**src/verilog/csfhc_cfg.svh**
```systemverilog
// Constants for the cycle start and feed hold sequencer.
`ifndef CSFHC_CFG_SVH
`define CSFHC_CFG_SVH
`define CSFHC_CLK_HZ        10000000
`define CSFHC_SCAN_TIME_US  8000
`define CSFHC_MS_TIME_US    1000
`define CSFHC_SCAN_CYC      ((`CSFHC_SCAN_TIME_US * (`CSFHC_CLK_HZ / 1000000)))
`define CSFHC_MS_CYC        ((`CSFHC_MS_TIME_US * (`CSFHC_CLK_HZ / 1000000)))
`define CSFHC_RESET_PROC_MS 10'h004
`define CSFHC_STROBE_CLR_MS 16
`define CSFHC_SCAN_W        2
`define CSFHC_SC_START      0
`define CSFHC_SC_HOLD       1
`define CSFHC_START_BIT     2
`define CSFHC_HOLD_BIT      5
`define CSFHC_OP_BIT        7
`define CSFHC_RUNL_BIT      5
`define CSFHC_HOLDL_BIT     4
`define CSFHC_RST_BIT       1
`define CSFHC_AL_BIT        0
`define CSFHC_TEACH_BIT     4
`define CSFHC_STEP_LSB      4
`define CSFHC_MODE_MDI      3'h0
`define CSFHC_MODE_MEM      3'h1
`define CSFHC_MODE_EDIT     3'h3
`define CSFHC_STEP_X1       14'h0001
`define CSFHC_STEP_X10      14'h000A
`define CSFHC_STEP_X100     14'h0064
`define CSFHC_STEP_X1000    14'h03E8
`define CSFHC_AXES          5
`endif

```
**src/verilog/csfhc_pkg.sv**
```systemverilog
// Types shared by the cycle start and feed hold sequencer.
package csfhc_pkg;
    typedef enum logic [1:0] {
        CSFHC_STOP  = 2'b00,
        CSFHC_RUN   = 2'b01,
        CSFHC_HOLD  = 2'b11,
        CSFHC_RESET = 2'b10
    } csfhc_state_t;
    typedef enum logic [1:0] {
        CSFHC_MK_OTHER = 2'b00,
        CSFHC_MK_MDI   = 2'b01,
        CSFHC_MK_MEM   = 2'b10
    } csfhc_mode_t;
endpackage

```
**src/verilog/csfhc_scan_if.sv**
```systemverilog
// Per-scan samples and falling-edge pulses of the PLC input flags.
`timescale 1ns/1ps
`default_nettype none
`include "csfhc_cfg.svh"
interface csfhc_scan_if;
    logic [`CSFHC_SCAN_W-1:0] cur;
    logic [`CSFHC_SCAN_W-1:0] fall;
    modport producer (output cur, output fall);
    modport consumer (input cur, input fall);
endinterface
`default_nettype wire

```
**src/verilog/csfhc_top.sv**
```systemverilog
// Cycle start, feed hold and reset sequencing toward the machine PLC.
`timescale 1ns/1ps
`default_nettype none
`include "csfhc_cfg.svh"
module csfhc_top #(
    parameter int SCAN_CYC = `CSFHC_SCAN_CYC,
    parameter int MS_CYC   = `CSFHC_MS_CYC
) (
    input  wire logic                   clk_i,
    input  wire logic                   arst_n_i,
    input  wire logic [7:0]             cycle_start_request_byte_i,
    input  wire logic [7:0]             feed_hold_input_byte_i,
    input  wire logic [7:0]             mode_select_byte_i,
    input  wire logic [7:0]             step_select_byte_i,
    input  wire logic                   emergency_stop_n_i,
    input  wire logic                   reset_and_rewind_i,
    input  wire logic                   panel_reset_key_i,
    input  wire logic                   alarm_i,
    input  wire logic                   servo_alarm_i,
    input  wire logic                   program_restart_request_i,
    input  wire logic                   sequence_search_i,
    input  wire logic                   single_block_done_i,
    input  wire logic                   mdi_program_done_i,
    input  wire logic [7:0]             reset_extension_ms_i,
    input  wire logic [13:0]            handwheel_step_cfg_i,
    input  wire logic [`CSFHC_AXES-1:0] ref_return_done_i,
    input  wire logic [`CSFHC_AXES-1:0] axis_in_position_i,
    input  wire logic [`CSFHC_AXES-1:0] axis_left_ref_i,
    input  wire logic                   ref_return_active_i,
    input  wire logic [`CSFHC_AXES-1:0] axis_reference_slowdown_n_i,
    input  wire logic                   machine_lock_state_i,
    input  wire logic [`CSFHC_AXES-1:0] servo_pulse_i,
    input  wire logic                   misc_function_strobe_i,
    input  wire logic                   spindle_function_strobe_i,
    input  wire logic                   tool_function_strobe_i,
    output logic [7:0]                  auto_run_status_byte_o,
    output logic [7:0]                  reset_notice_byte_o,
    output logic                        motion_enable_o,
    output logic                        decel_stop_o,
    output logic [`CSFHC_AXES-1:0]      axis_reference_done_o,
    output logic [`CSFHC_AXES-1:0]      axis_slow_approach_o,
    output logic [13:0]                 single_step_factor_o,
    output logic [13:0]                 handwheel_factor_o,
    output logic [`CSFHC_AXES-1:0]      servo_pulse_o,
    output logic [`CSFHC_AXES-1:0]      coord_update_o,
    output logic                        misc_function_strobe_o,
    output logic                        spindle_function_strobe_o,
    output logic                        tool_function_strobe_o
);
    import csfhc_pkg::*;

    function automatic csfhc_mode_t mode_kind(input logic [7:0] sel);
        if (sel[2:0] == `CSFHC_MODE_MDI) begin
            mode_kind = CSFHC_MK_MDI;
        end else if (sel[2:0] == `CSFHC_MODE_MEM
                     && !sel[`CSFHC_TEACH_BIT]) begin
            mode_kind = CSFHC_MK_MEM;
        end else begin
            mode_kind = CSFHC_MK_OTHER;
        end
    endfunction

    function automatic logic [27:0] step_decode(input logic [2:0] sel,
                                                input logic [13:0] hw);
        case (sel)
            3'h1:    step_decode = {`CSFHC_STEP_X1, `CSFHC_STEP_X1};
            3'h2:    step_decode = {`CSFHC_STEP_X10, `CSFHC_STEP_X10};
            3'h3:    step_decode = {`CSFHC_STEP_X100, `CSFHC_STEP_X100};
            3'h4:    step_decode = {`CSFHC_STEP_X1000, hw};
            default: step_decode = 28'h0000000;
        endcase
    endfunction

    ////////////////////////////////////////////////////////////////////////
    // Scan and millisecond enables from one divider each.
    logic [16:0] scan_cnt_q;
    logic [13:0] ms_cnt_q;
    wire         scan_tick = (scan_cnt_q == 17'(SCAN_CYC - 1));
    wire         ms_tick   = (ms_cnt_q == 14'(MS_CYC - 1));
    always_ff @(posedge clk_i or negedge arst_n_i) begin
        if (!arst_n_i) begin
            scan_cnt_q <= 17'h00000;
            ms_cnt_q   <= 14'h0000;
        end else begin
            scan_cnt_q <= scan_tick ? 17'h00000 : scan_cnt_q + 17'h00001;
            ms_cnt_q   <= ms_tick ? 14'h0000 : ms_cnt_q + 14'h0001;
        end
    end

    ////////////////////////////////////////////////////////////////////////
    // Scanned flags and the stretched reset notice.
    csfhc_scan_if scan ();
    wire [`CSFHC_SCAN_W-1:0] scan_raw = {
        feed_hold_input_byte_i[`CSFHC_HOLD_BIT],
        cycle_start_request_byte_i[`CSFHC_START_BIT]};
    csfhc_scan_sampler u_sampler (
        .clk_i      (clk_i),
        .arst_n_i   (arst_n_i),
        .scan_tick_i(scan_tick),
        .raw_i      (scan_raw),
        .scan       (scan.producer)
    );
    wire reset_cause = !emergency_stop_n_i || panel_reset_key_i;
    logic notice;
    csfhc_reset_notice u_notice (
        .clk_i    (clk_i),
        .arst_n_i (arst_n_i),
        .cause_i  (reset_cause),
        .ms_tick_i(ms_tick),
        .ext_ms_i (reset_extension_ms_i),
        .notice_o (notice)
    );

    ////////////////////////////////////////////////////////////////////////
    // Automatic operation state machine.
    csfhc_state_t state_q;
    csfhc_state_t state_d;
    csfhc_mode_t  run_mode_q;
    logic         abort_q;
    wire csfhc_mode_t cur_mode = mode_kind(mode_select_byte_i);
    wire mode_ok   = (cur_mode != CSFHC_MK_OTHER);
    wire safety_ok = emergency_stop_n_i && !reset_and_rewind_i
                     && !panel_reset_key_i && !alarm_i;
    // A lowered hold input also blocks start, so a hold must be released
    // before the next start request can take effect.
    wire seq_ok    = (state_q != CSFHC_RUN) && !program_restart_request_i
                     && !sequence_search_i
                     && scan.cur[`CSFHC_SC_HOLD];
    wire start_go  = scan.fall[`CSFHC_SC_START] && mode_ok && safety_ok
                     && seq_ok;
    wire hold_go   = scan.fall[`CSFHC_SC_HOLD];
    wire in_auto   = (state_q == CSFHC_RUN) || (state_q == CSFHC_HOLD);
    wire stop_go   = single_block_done_i || mdi_program_done_i || alarm_i
                     || (cur_mode != run_mode_q);

    always_comb begin
        state_d = state_q;
        case (state_q)
            CSFHC_STOP: begin
                if (start_go) begin
                    state_d = CSFHC_RUN;
                end
            end
            CSFHC_RUN: begin
                if (stop_go) begin
                    state_d = CSFHC_STOP;
                end else if (hold_go) begin
                    state_d = CSFHC_HOLD;
                end
            end
            CSFHC_HOLD: begin
                if (stop_go) begin
                    state_d = CSFHC_STOP;
                end else if (start_go) begin
                    state_d = CSFHC_RUN;
                end
            end
            default: begin
                if (!notice) begin
                    state_d = CSFHC_STOP;
                end
            end
        endcase
        if (reset_cause) begin
            state_d = CSFHC_RESET;
        end
    end

    always_ff @(posedge clk_i or negedge arst_n_i) begin
        if (!arst_n_i) begin
            state_q    <= CSFHC_STOP;
            run_mode_q <= CSFHC_MK_OTHER;
            abort_q    <= 1'b0;
        end else begin
            state_q <= state_d;
            if (start_go) begin
                run_mode_q <= cur_mode;
            end
            if (reset_cause && in_auto) begin
                abort_q <= 1'b1;
            end else if (state_q != CSFHC_RESET) begin
                abort_q <= 1'b0;
            end
        end
    end

    ////////////////////////////////////////////////////////////////////////
    // Indicator bytes, motion and strobes.
    wire run_lamp  = (state_q == CSFHC_RUN);
    wire hold_lamp = (state_q == CSFHC_HOLD);
    wire auto_flag = in_auto;
    logic [7:0] status_q;
    logic [7:0] notice_byte_q;
    logic [2:0] strobe_q;
    wire  [2:0] strobe_d = (state_q == CSFHC_RESET) ? 3'h0 :
        {tool_function_strobe_i, spindle_function_strobe_i,
         misc_function_strobe_i};
    always_ff @(posedge clk_i or negedge arst_n_i) begin
        if (!arst_n_i) begin
            status_q      <= 8'h00;
            notice_byte_q <= 8'h00;
            strobe_q      <= 3'h0;
        end else begin
            status_q      <= 8'h00;
            status_q[`CSFHC_OP_BIT]    <= auto_flag;
            status_q[`CSFHC_RUNL_BIT]  <= run_lamp;
            status_q[`CSFHC_HOLDL_BIT] <= hold_lamp;
            notice_byte_q <= 8'h00;
            notice_byte_q[`CSFHC_RST_BIT] <= notice;
            notice_byte_q[`CSFHC_AL_BIT]  <= alarm_i;
            strobe_q      <= strobe_d;
        end
    end
    assign auto_run_status_byte_o    = status_q;
    assign reset_notice_byte_o       = notice_byte_q;
    assign motion_enable_o           = run_lamp;
    assign decel_stop_o              = abort_q;
    assign misc_function_strobe_o    = strobe_q[0];
    assign spindle_function_strobe_o = strobe_q[1];
    assign tool_function_strobe_o    = strobe_q[2];

    ////////////////////////////////////////////////////////////////////////
    // Reference return, step factors and machine lock.
    logic [`CSFHC_AXES-1:0] ref_done_q;
    logic [`CSFHC_AXES-1:0] slow_q;
    logic [27:0]            step_q;
    logic [`CSFHC_AXES-1:0] pulse_q;
    logic [`CSFHC_AXES-1:0] coord_q;
    wire  [`CSFHC_AXES-1:0] ref_set = ref_return_done_i & axis_in_position_i;
    // Clearing wins so that an emergency stop never leaves a stale flag.
    wire  [`CSFHC_AXES-1:0] ref_clr = axis_left_ref_i
        | {`CSFHC_AXES{!emergency_stop_n_i || servo_alarm_i}};
    wire  [27:0] step_d = step_decode(
        step_select_byte_i[`CSFHC_STEP_LSB+2:`CSFHC_STEP_LSB],
        handwheel_step_cfg_i);
    always_ff @(posedge clk_i or negedge arst_n_i) begin
        if (!arst_n_i) begin
            ref_done_q <= '0;
            slow_q     <= '0;
            step_q     <= 28'h0000000;
            pulse_q    <= '0;
            coord_q    <= '0;
        end else begin
            ref_done_q <= (ref_done_q | ref_set) & ~ref_clr;
            slow_q     <= {`CSFHC_AXES{ref_return_active_i}}
                          & ~axis_reference_slowdown_n_i;
            step_q     <= step_d;
            pulse_q    <= machine_lock_state_i ? '0 : servo_pulse_i;
            coord_q    <= servo_pulse_i;
        end
    end
    assign axis_reference_done_o = ref_done_q;
    assign axis_slow_approach_o  = slow_q;
    assign single_step_factor_o  = step_q[27:14];
    assign handwheel_factor_o    = step_q[13:0];
    assign servo_pulse_o         = pulse_q;
    assign coord_update_o        = coord_q;

    ////////////////////////////////////////////////////////////////////////
    // Checks.
    start_block_a: assert property (@(posedge clk_i) disable iff (!arst_n_i)
        (state_q == CSFHC_STOP) && !mode_ok |=> state_q != CSFHC_RUN)
        else $error("Start accepted outside an automatic mode.");
    start_safety_a: assert property (@(posedge clk_i) disable iff (!arst_n_i)
        !safety_ok && !in_auto |=> state_q != CSFHC_RUN)
        else $error("Start accepted while blocked.");
    start_edge_a: assert property (@(posedge clk_i) disable iff (!arst_n_i)
        (state_q == CSFHC_STOP) ##1 (state_q == CSFHC_RUN)
        |-> $past(scan.fall[0]))
        else $error("Run entered without a start edge.");
    hold_entry_a: assert property (@(posedge clk_i) disable iff (!arst_n_i)
        (state_q == CSFHC_RUN) && hold_go && !stop_go && !reset_cause
        |=> state_q == CSFHC_HOLD)
        else $error("Hold edge did not hold.");
    stop_event_a: assert property (@(posedge clk_i) disable iff (!arst_n_i)
        in_auto && alarm_i |=> !run_lamp)
        else $error("Alarm did not stop automatic operation.");
    reset_abort_a: assert property (@(posedge clk_i) disable iff (!arst_n_i)
        in_auto && reset_cause |=> decel_stop_o && !motion_enable_o)
        else $error("Reset did not abort operation.");
    lamp_map_a: assert property (@(posedge clk_i) disable iff (!arst_n_i)
        ##1 status_q[7:4] == $past({in_auto, 1'b0, run_lamp, hold_lamp}))
        else $error("Indicator byte wrong.");
    strobe_clear_a: assert property (@(posedge clk_i) disable iff (!arst_n_i)
        reset_cause |-> ##2 strobe_q == 3'h0)
        else $error("Strobes not cleared on reset.");
    ref_flag_a: assert property (@(posedge clk_i) disable iff (!arst_n_i)
        !emergency_stop_n_i |=> ref_done_q == '0)
        else $error("Reference flags survive emergency stop.");
    lock_pulse_a: assert property (@(posedge clk_i) disable iff (!arst_n_i)
        machine_lock_state_i
        |=> pulse_q == '0 && coord_q == $past(servo_pulse_i))
        else $error("Machine lock let pulses through.");
    run_cover_c: cover property (@(posedge clk_i) disable iff (!arst_n_i)
        state_q == CSFHC_STOP ##1 state_q == CSFHC_RUN);
    hold_cover_c: cover property (@(posedge clk_i) disable iff (!arst_n_i)
        state_q == CSFHC_HOLD ##1 state_q == CSFHC_RUN);
    abort_cover_c: cover property (@(posedge clk_i) disable iff (!arst_n_i)
        $rose(decel_stop_o));
endmodule
`default_nettype wire

```
**src/verilog/csfhc_scan_sampler.sv**
```systemverilog
// Samples the PLC flags once per scan and flags falling edges.
`timescale 1ns/1ps
`default_nettype none
`include "csfhc_cfg.svh"
module csfhc_scan_sampler (
    input  wire logic                     clk_i,
    input  wire logic                     arst_n_i,
    input  wire logic                     scan_tick_i,
    input  wire logic [`CSFHC_SCAN_W-1:0] raw_i,
    csfhc_scan_if.producer                scan
);
    logic [`CSFHC_SCAN_W-1:0] cur_q;
    logic [`CSFHC_SCAN_W-1:0] fall_q;
    wire  [`CSFHC_SCAN_W-1:0] fall_d = scan_tick_i ? (cur_q & ~raw_i)
                                                   : '0;
    // Each flag resets to its idle level: start low, feed hold high.
    // Otherwise the first scan after reset would see a false falling edge.
    always_ff @(posedge clk_i or negedge arst_n_i) begin
        if (!arst_n_i) begin
            cur_q  <= 2'h2;
            fall_q <= '0;
        end else begin
            fall_q <= fall_d;
            if (scan_tick_i) begin
                cur_q <= raw_i;
            end
        end
    end
    assign scan.cur  = cur_q;
    assign scan.fall = fall_q;
    scan_edge_a: assert property (@(posedge clk_i) disable iff (!arst_n_i)
        fall_q[0] |-> $past(scan_tick_i) && !cur_q[0] && $past(cur_q[0]))
        else $error("Edge pulse without a scanned falling edge.");
endmodule
`default_nettype wire

```
**src/verilog/csfhc_reset_notice.sv**
```systemverilog
// Stretches the reset notice past the release of its cause.
`timescale 1ns/1ps
`default_nettype none
`include "csfhc_cfg.svh"
module csfhc_reset_notice (
    input  wire logic       clk_i,
    input  wire logic       arst_n_i,
    input  wire logic       cause_i,
    input  wire logic       ms_tick_i,
    input  wire logic [7:0] ext_ms_i,
    output logic            notice_o
);
    logic [9:0] cnt_q;
    logic       notice_q;
    wire  [9:0] load_ms = `CSFHC_RESET_PROC_MS + {2'h0, ext_ms_i};
    always_ff @(posedge clk_i or negedge arst_n_i) begin
        if (!arst_n_i) begin
            cnt_q    <= 10'h000;
            notice_q <= 1'b0;
        end else if (cause_i) begin
            cnt_q    <= load_ms;
            notice_q <= 1'b1;
        end else if (notice_q && ms_tick_i) begin
            if (cnt_q == 10'h000) begin
                notice_q <= 1'b0;
            end else begin
                cnt_q <= cnt_q - 10'h001;
            end
        end
    end
    assign notice_o = notice_q;
    notice_set_a: assert property (@(posedge clk_i) disable iff (!arst_n_i)
        cause_i |=> notice_q)
        else $error("Reset notice missing after its cause.");
    notice_hold_a: assert property (@(posedge clk_i) disable iff (!arst_n_i)
        $fell(cause_i) |-> notice_q [*8])
        else $error("Reset notice dropped early.");
endmodule
`default_nettype wire

```
**config.mk**
```make
export PLATFORM = sky130hd
export DESIGN_NAME = csfhc_top
export DESIGN_NICKNAME = d
export VERILOG_FILES = /design/src/verilog/csfhc_pkg.sv /design/src/verilog/csfhc_scan_if.sv /design/src/verilog/csfhc_top.sv /design/src/verilog/csfhc_scan_sampler.sv /design/src/verilog/csfhc_reset_notice.sv
export VERILOG_INCLUDE_DIRS = /design/src /design/src/verilog
export SDC_FILE = /design/constraint.sdc
export NUM_CORES = 1
export LEC_CHECK = 0
export BUFFER_PORTS_ARGS = -buffer_cell sky130_fd_sc_hd__buf_2
export CAP_MARGIN = 20
export CORE_MARGIN = 8
export CORE_UTILIZATION = 40
export DETAILED_ROUTE_END_ITERATION = 7
export PLACE_DENSITY = 0.69
export SLEW_MARGIN = 20
export SYNTH_ARGS = -nofsm -noshare
export SYNTH_HDL_FRONTEND = slang
export SYNTH_SLANG_ARGS = --single-unit
```
**constraint.sdc**
```tcl
create_clock -name clk_i -period 2.4 [get_ports clk_i]
set_input_delay 0.12 -clock clk_i [delete_from_list [all_inputs] [get_ports clk_i]]
set_output_delay 0.12 -clock clk_i [all_outputs]
set_load 0.1 [all_outputs]
```
==> impl_metrics.toml <==
[run_status]
status = "finished, final reports clean"

[final_layout]
final_nets = 656
drive_above_1_share_pct = 29.3
area_growth_pct = 31.3
fin_area_um2 = 5660
utilization_pct = 52.9

[synth]
synth_area_leader_cell = "dfrtp_1"
async_flop_share_pct = 100
ys.flop_type = "dfrtp_1"
yosysSeqAreaShare_pct = 57.5
synth_warnings = 0
synth_area_um2 = 4310
avgSynthCellArea_um2 = 11.4
synth-edff-count = 0
synth.area.top_cells = "dfrtp_1 (57%), xnor2_1 (4.3%), xor2_1 (3.7%), buf_4 (3.3%), nor2_1 (3.0%)"
yosysTopAreaCellShare_pct = 56.8
synth_seq_cells = 99
synth.distinct_cells = 47
synthCells = 379

[run]
cap_violations = 0

[die]
die_h_um = 120
floorplan.rows = 38
die_area_um2 = 14400
die_w_um = 120
start_util_pct = 40.3
ioPinCount = 164
core_um2 = 10700

[global_routing]
grt_first_pass_wirelength_mm = 16.8
grt-ovfl-total = 0
grt_usage_pct = 14.4
antenna_found_initial = 1
grt_max_degree = 61
grt_pass1_vias = 3533

[sta]
fin_crit_sh_pct = 91.6
final_max_slew_viol_count = 0
tightest_slew_ps = 580
hold_viol_final = 0
fmax_mhz = 455
final.min_clock_period_ps = 2200
clock_skew_ps = 7.92
setup_viol = 0
rsz0062_at_grt = "false"
hold_slack_ps = 27.6
max-slew-margin-rel_pct = 61.2
tns_ps = 0

[placement]
dpl.hpwl_mm = 7.08
place_area_um2 = 5030
place_congestion = 0.780
portBuffers = 124

[routing]
wire_per_inst_um = 14.2
first_iter_violations = 114
viasPerCell = 4.64
vias = 3237
drt_wl_total_mm = 9.90
drt_first_pass_iters = 5
drtAntennaViolNets = 0
remaining_drc_errors = 0

[cts]
clock-sinks = 99
htree_levels = 3
cts_tree = "built"
root_buffer = "clkbuf_8"
cts.clk_slew.worst_paths_ps = 90
numCtsBuffers = 9
clockBufferDepth = 2
insertion_delay_ps = 360

[critical_path]
cp_data_arrival_time_ps = 2440
end_kind = "flip-flop"
start_kind = "flip-flop"
critPathRequiredTime_ps = 2650
path_class = "reg -> reg"
worstPathMaxFanout = 4

[pwr]
p_leak_uw = 0.00283
power_density_nw_per_um2 = 599
vdd_drop_max_mv = 0.482
power_uw = 3390

[min_path]
hp-class = "in -> reg"
[kinds of logic after synthesis]
group | Yosys count | synth area share [%]
AOI/OAI and AO/OA | 34 | 4.73
xor gates and xnor gates | 39 | 7.92
adders and majority gates | 9 | 2.61
buffers and inverters | 33 | 4.87
DFF | 99 | 57.5
muxes | 4 | 1.02
other | 1 | 0.0869
and+or+nand+nor | 160 | 21.3
[cell usage in the layout (no fill, tap or decap), drive strengths merged, types with 2 or more instances in the layout]
cell type / n
dlygate4sd3: 44
or4: 2
ha: 9
nor4: 2
conb: 16
clkbuf: 10
buf: 128
nand2: 24
or3: 3
nor2b: 17
nor4b: 4
or2: 5
o31a: 2
nor2: 35
nand2b: 2
inv: 10
dfrtp: 98
and4: 3
xor2: 18
nand4: 5
and2: 8
xnor2: 21
mux2: 3
and3: 3
and3b: 3
nor3b: 3
o21ai: 11
nor3: 17
a31oi: 3
nand3: 20
a21oi: 9
clkinv: 4
a21o: 6
[state kept, by name, summed over array words and instances, names as in the netlist, 3 cells and up]
| name | cells |
|---|---|
| axis_reference_done_o | 5 |
| step_q | 20 |
| axis_slow_approach_o | 5 |
| ms_cnt_q | 14 |
| u_notice.cnt_q | 10 |
| servo_pulse_o | 5 |
| coord_update_o | 5 |
| auto_run_status_byte_o | 3 |
| strobe_q | 3 |
| scan_cnt_q | 17 |
[critical path: stages, from the launching register on]
cell and delay [ps]:
dfrtp_1 420, inv_1 70, ha_1 180, or4b_4 490, or3_4 410, and3_4 210
nand2_1 70, xor2_1 140, mux2i_1 90
[per-stage QoR]
stage	cells	setup WS [ps]
global placement	637	207
global route	698	13.4
detailed placement	637	187
floorplan	394	153
CTS	697	172
finish	698	202
[power breakdown]
group          internal (uW)  total (uW)  switching, uW
Combinational            161         657            496
Clock                    416         996            580
Sequential              1710        1740           27.2
Total                   2290        3390           1100
[synth_stat cells, drive strengths merged, types with 4 or more instances]
| library cell | count |
|---|---|
| a21oi | 9 |
| and2 | 8 |
| a21o | 6 |
| or2 | 5 |
| xnor2 | 21 |
| nand3 | 20 |
| nand2 | 24 |
| buf | 21 |
| nor4b | 4 |
| nor2 | 35 |
| nor2b | 17 |
| dfrtp | 98 |
| nor3 | 17 |
| clkbuf | 4 |
| nand4 | 5 |
| xor2 | 18 |
| o21ai | 11 |
| inv | 8 |
| ha | 9 |
[cell type report]
cell class | count | area (um2)
fillers | 958 | 5030
repair buffers | 172 | 1110
inverters | 8 | 30.0
clock inverters | 6 | 48.8
multi-input cells | 262 | 1690
well taps | 140 | 175
flip-flops and latches | 99 | 2480
clock buffers | 10 | 138
diodes | 1 | 2.50
[metal layers]
| metal | vias to the layer above | wire, um | GRT usage [%] |
|---|---|---|---|
| met3 | 13 | 740 | 6.48 |
| met1 | 1548 | 3980 | 15.6 |
| met5 | - | 0 | 0 |
| met2 | 85 | 5070 | 24.7 |
| li1 | 1591 | - | - |
| met4 | 0 | 110 | 4.45 |
[path summary, 6_finish.rpt]
check,to,slack [ps],start,depth (start not counted)
max,u_notice.cnt_q[2],200,u_notice.cnt_q[0],8
min,run_mode_q[1],30,mode_select_byte_i[0],3
max reg2reg,u_notice.cnt_q[2],200,u_notice.cnt_q[0],8
min reg2reg,ms_cnt_q[0],460,ms_cnt_q[0],1
max in group asynchronous,u_sampler.scan.cur[1],1410,arst_n_i,3
min in group asynchronous,axis_reference_done_o[0],270,arst_n_i,2
[what timing repair did]
item | 4_1_cts | 5_1_grt
hold endpoints to repair | 85 | 0
hold buffers | 44 | 0
setup buffers | 0 | 0
gates resized for setup | 0 | 1
setup endpoints to repair | 0 | 1
(Power assumes the default switching activity.)
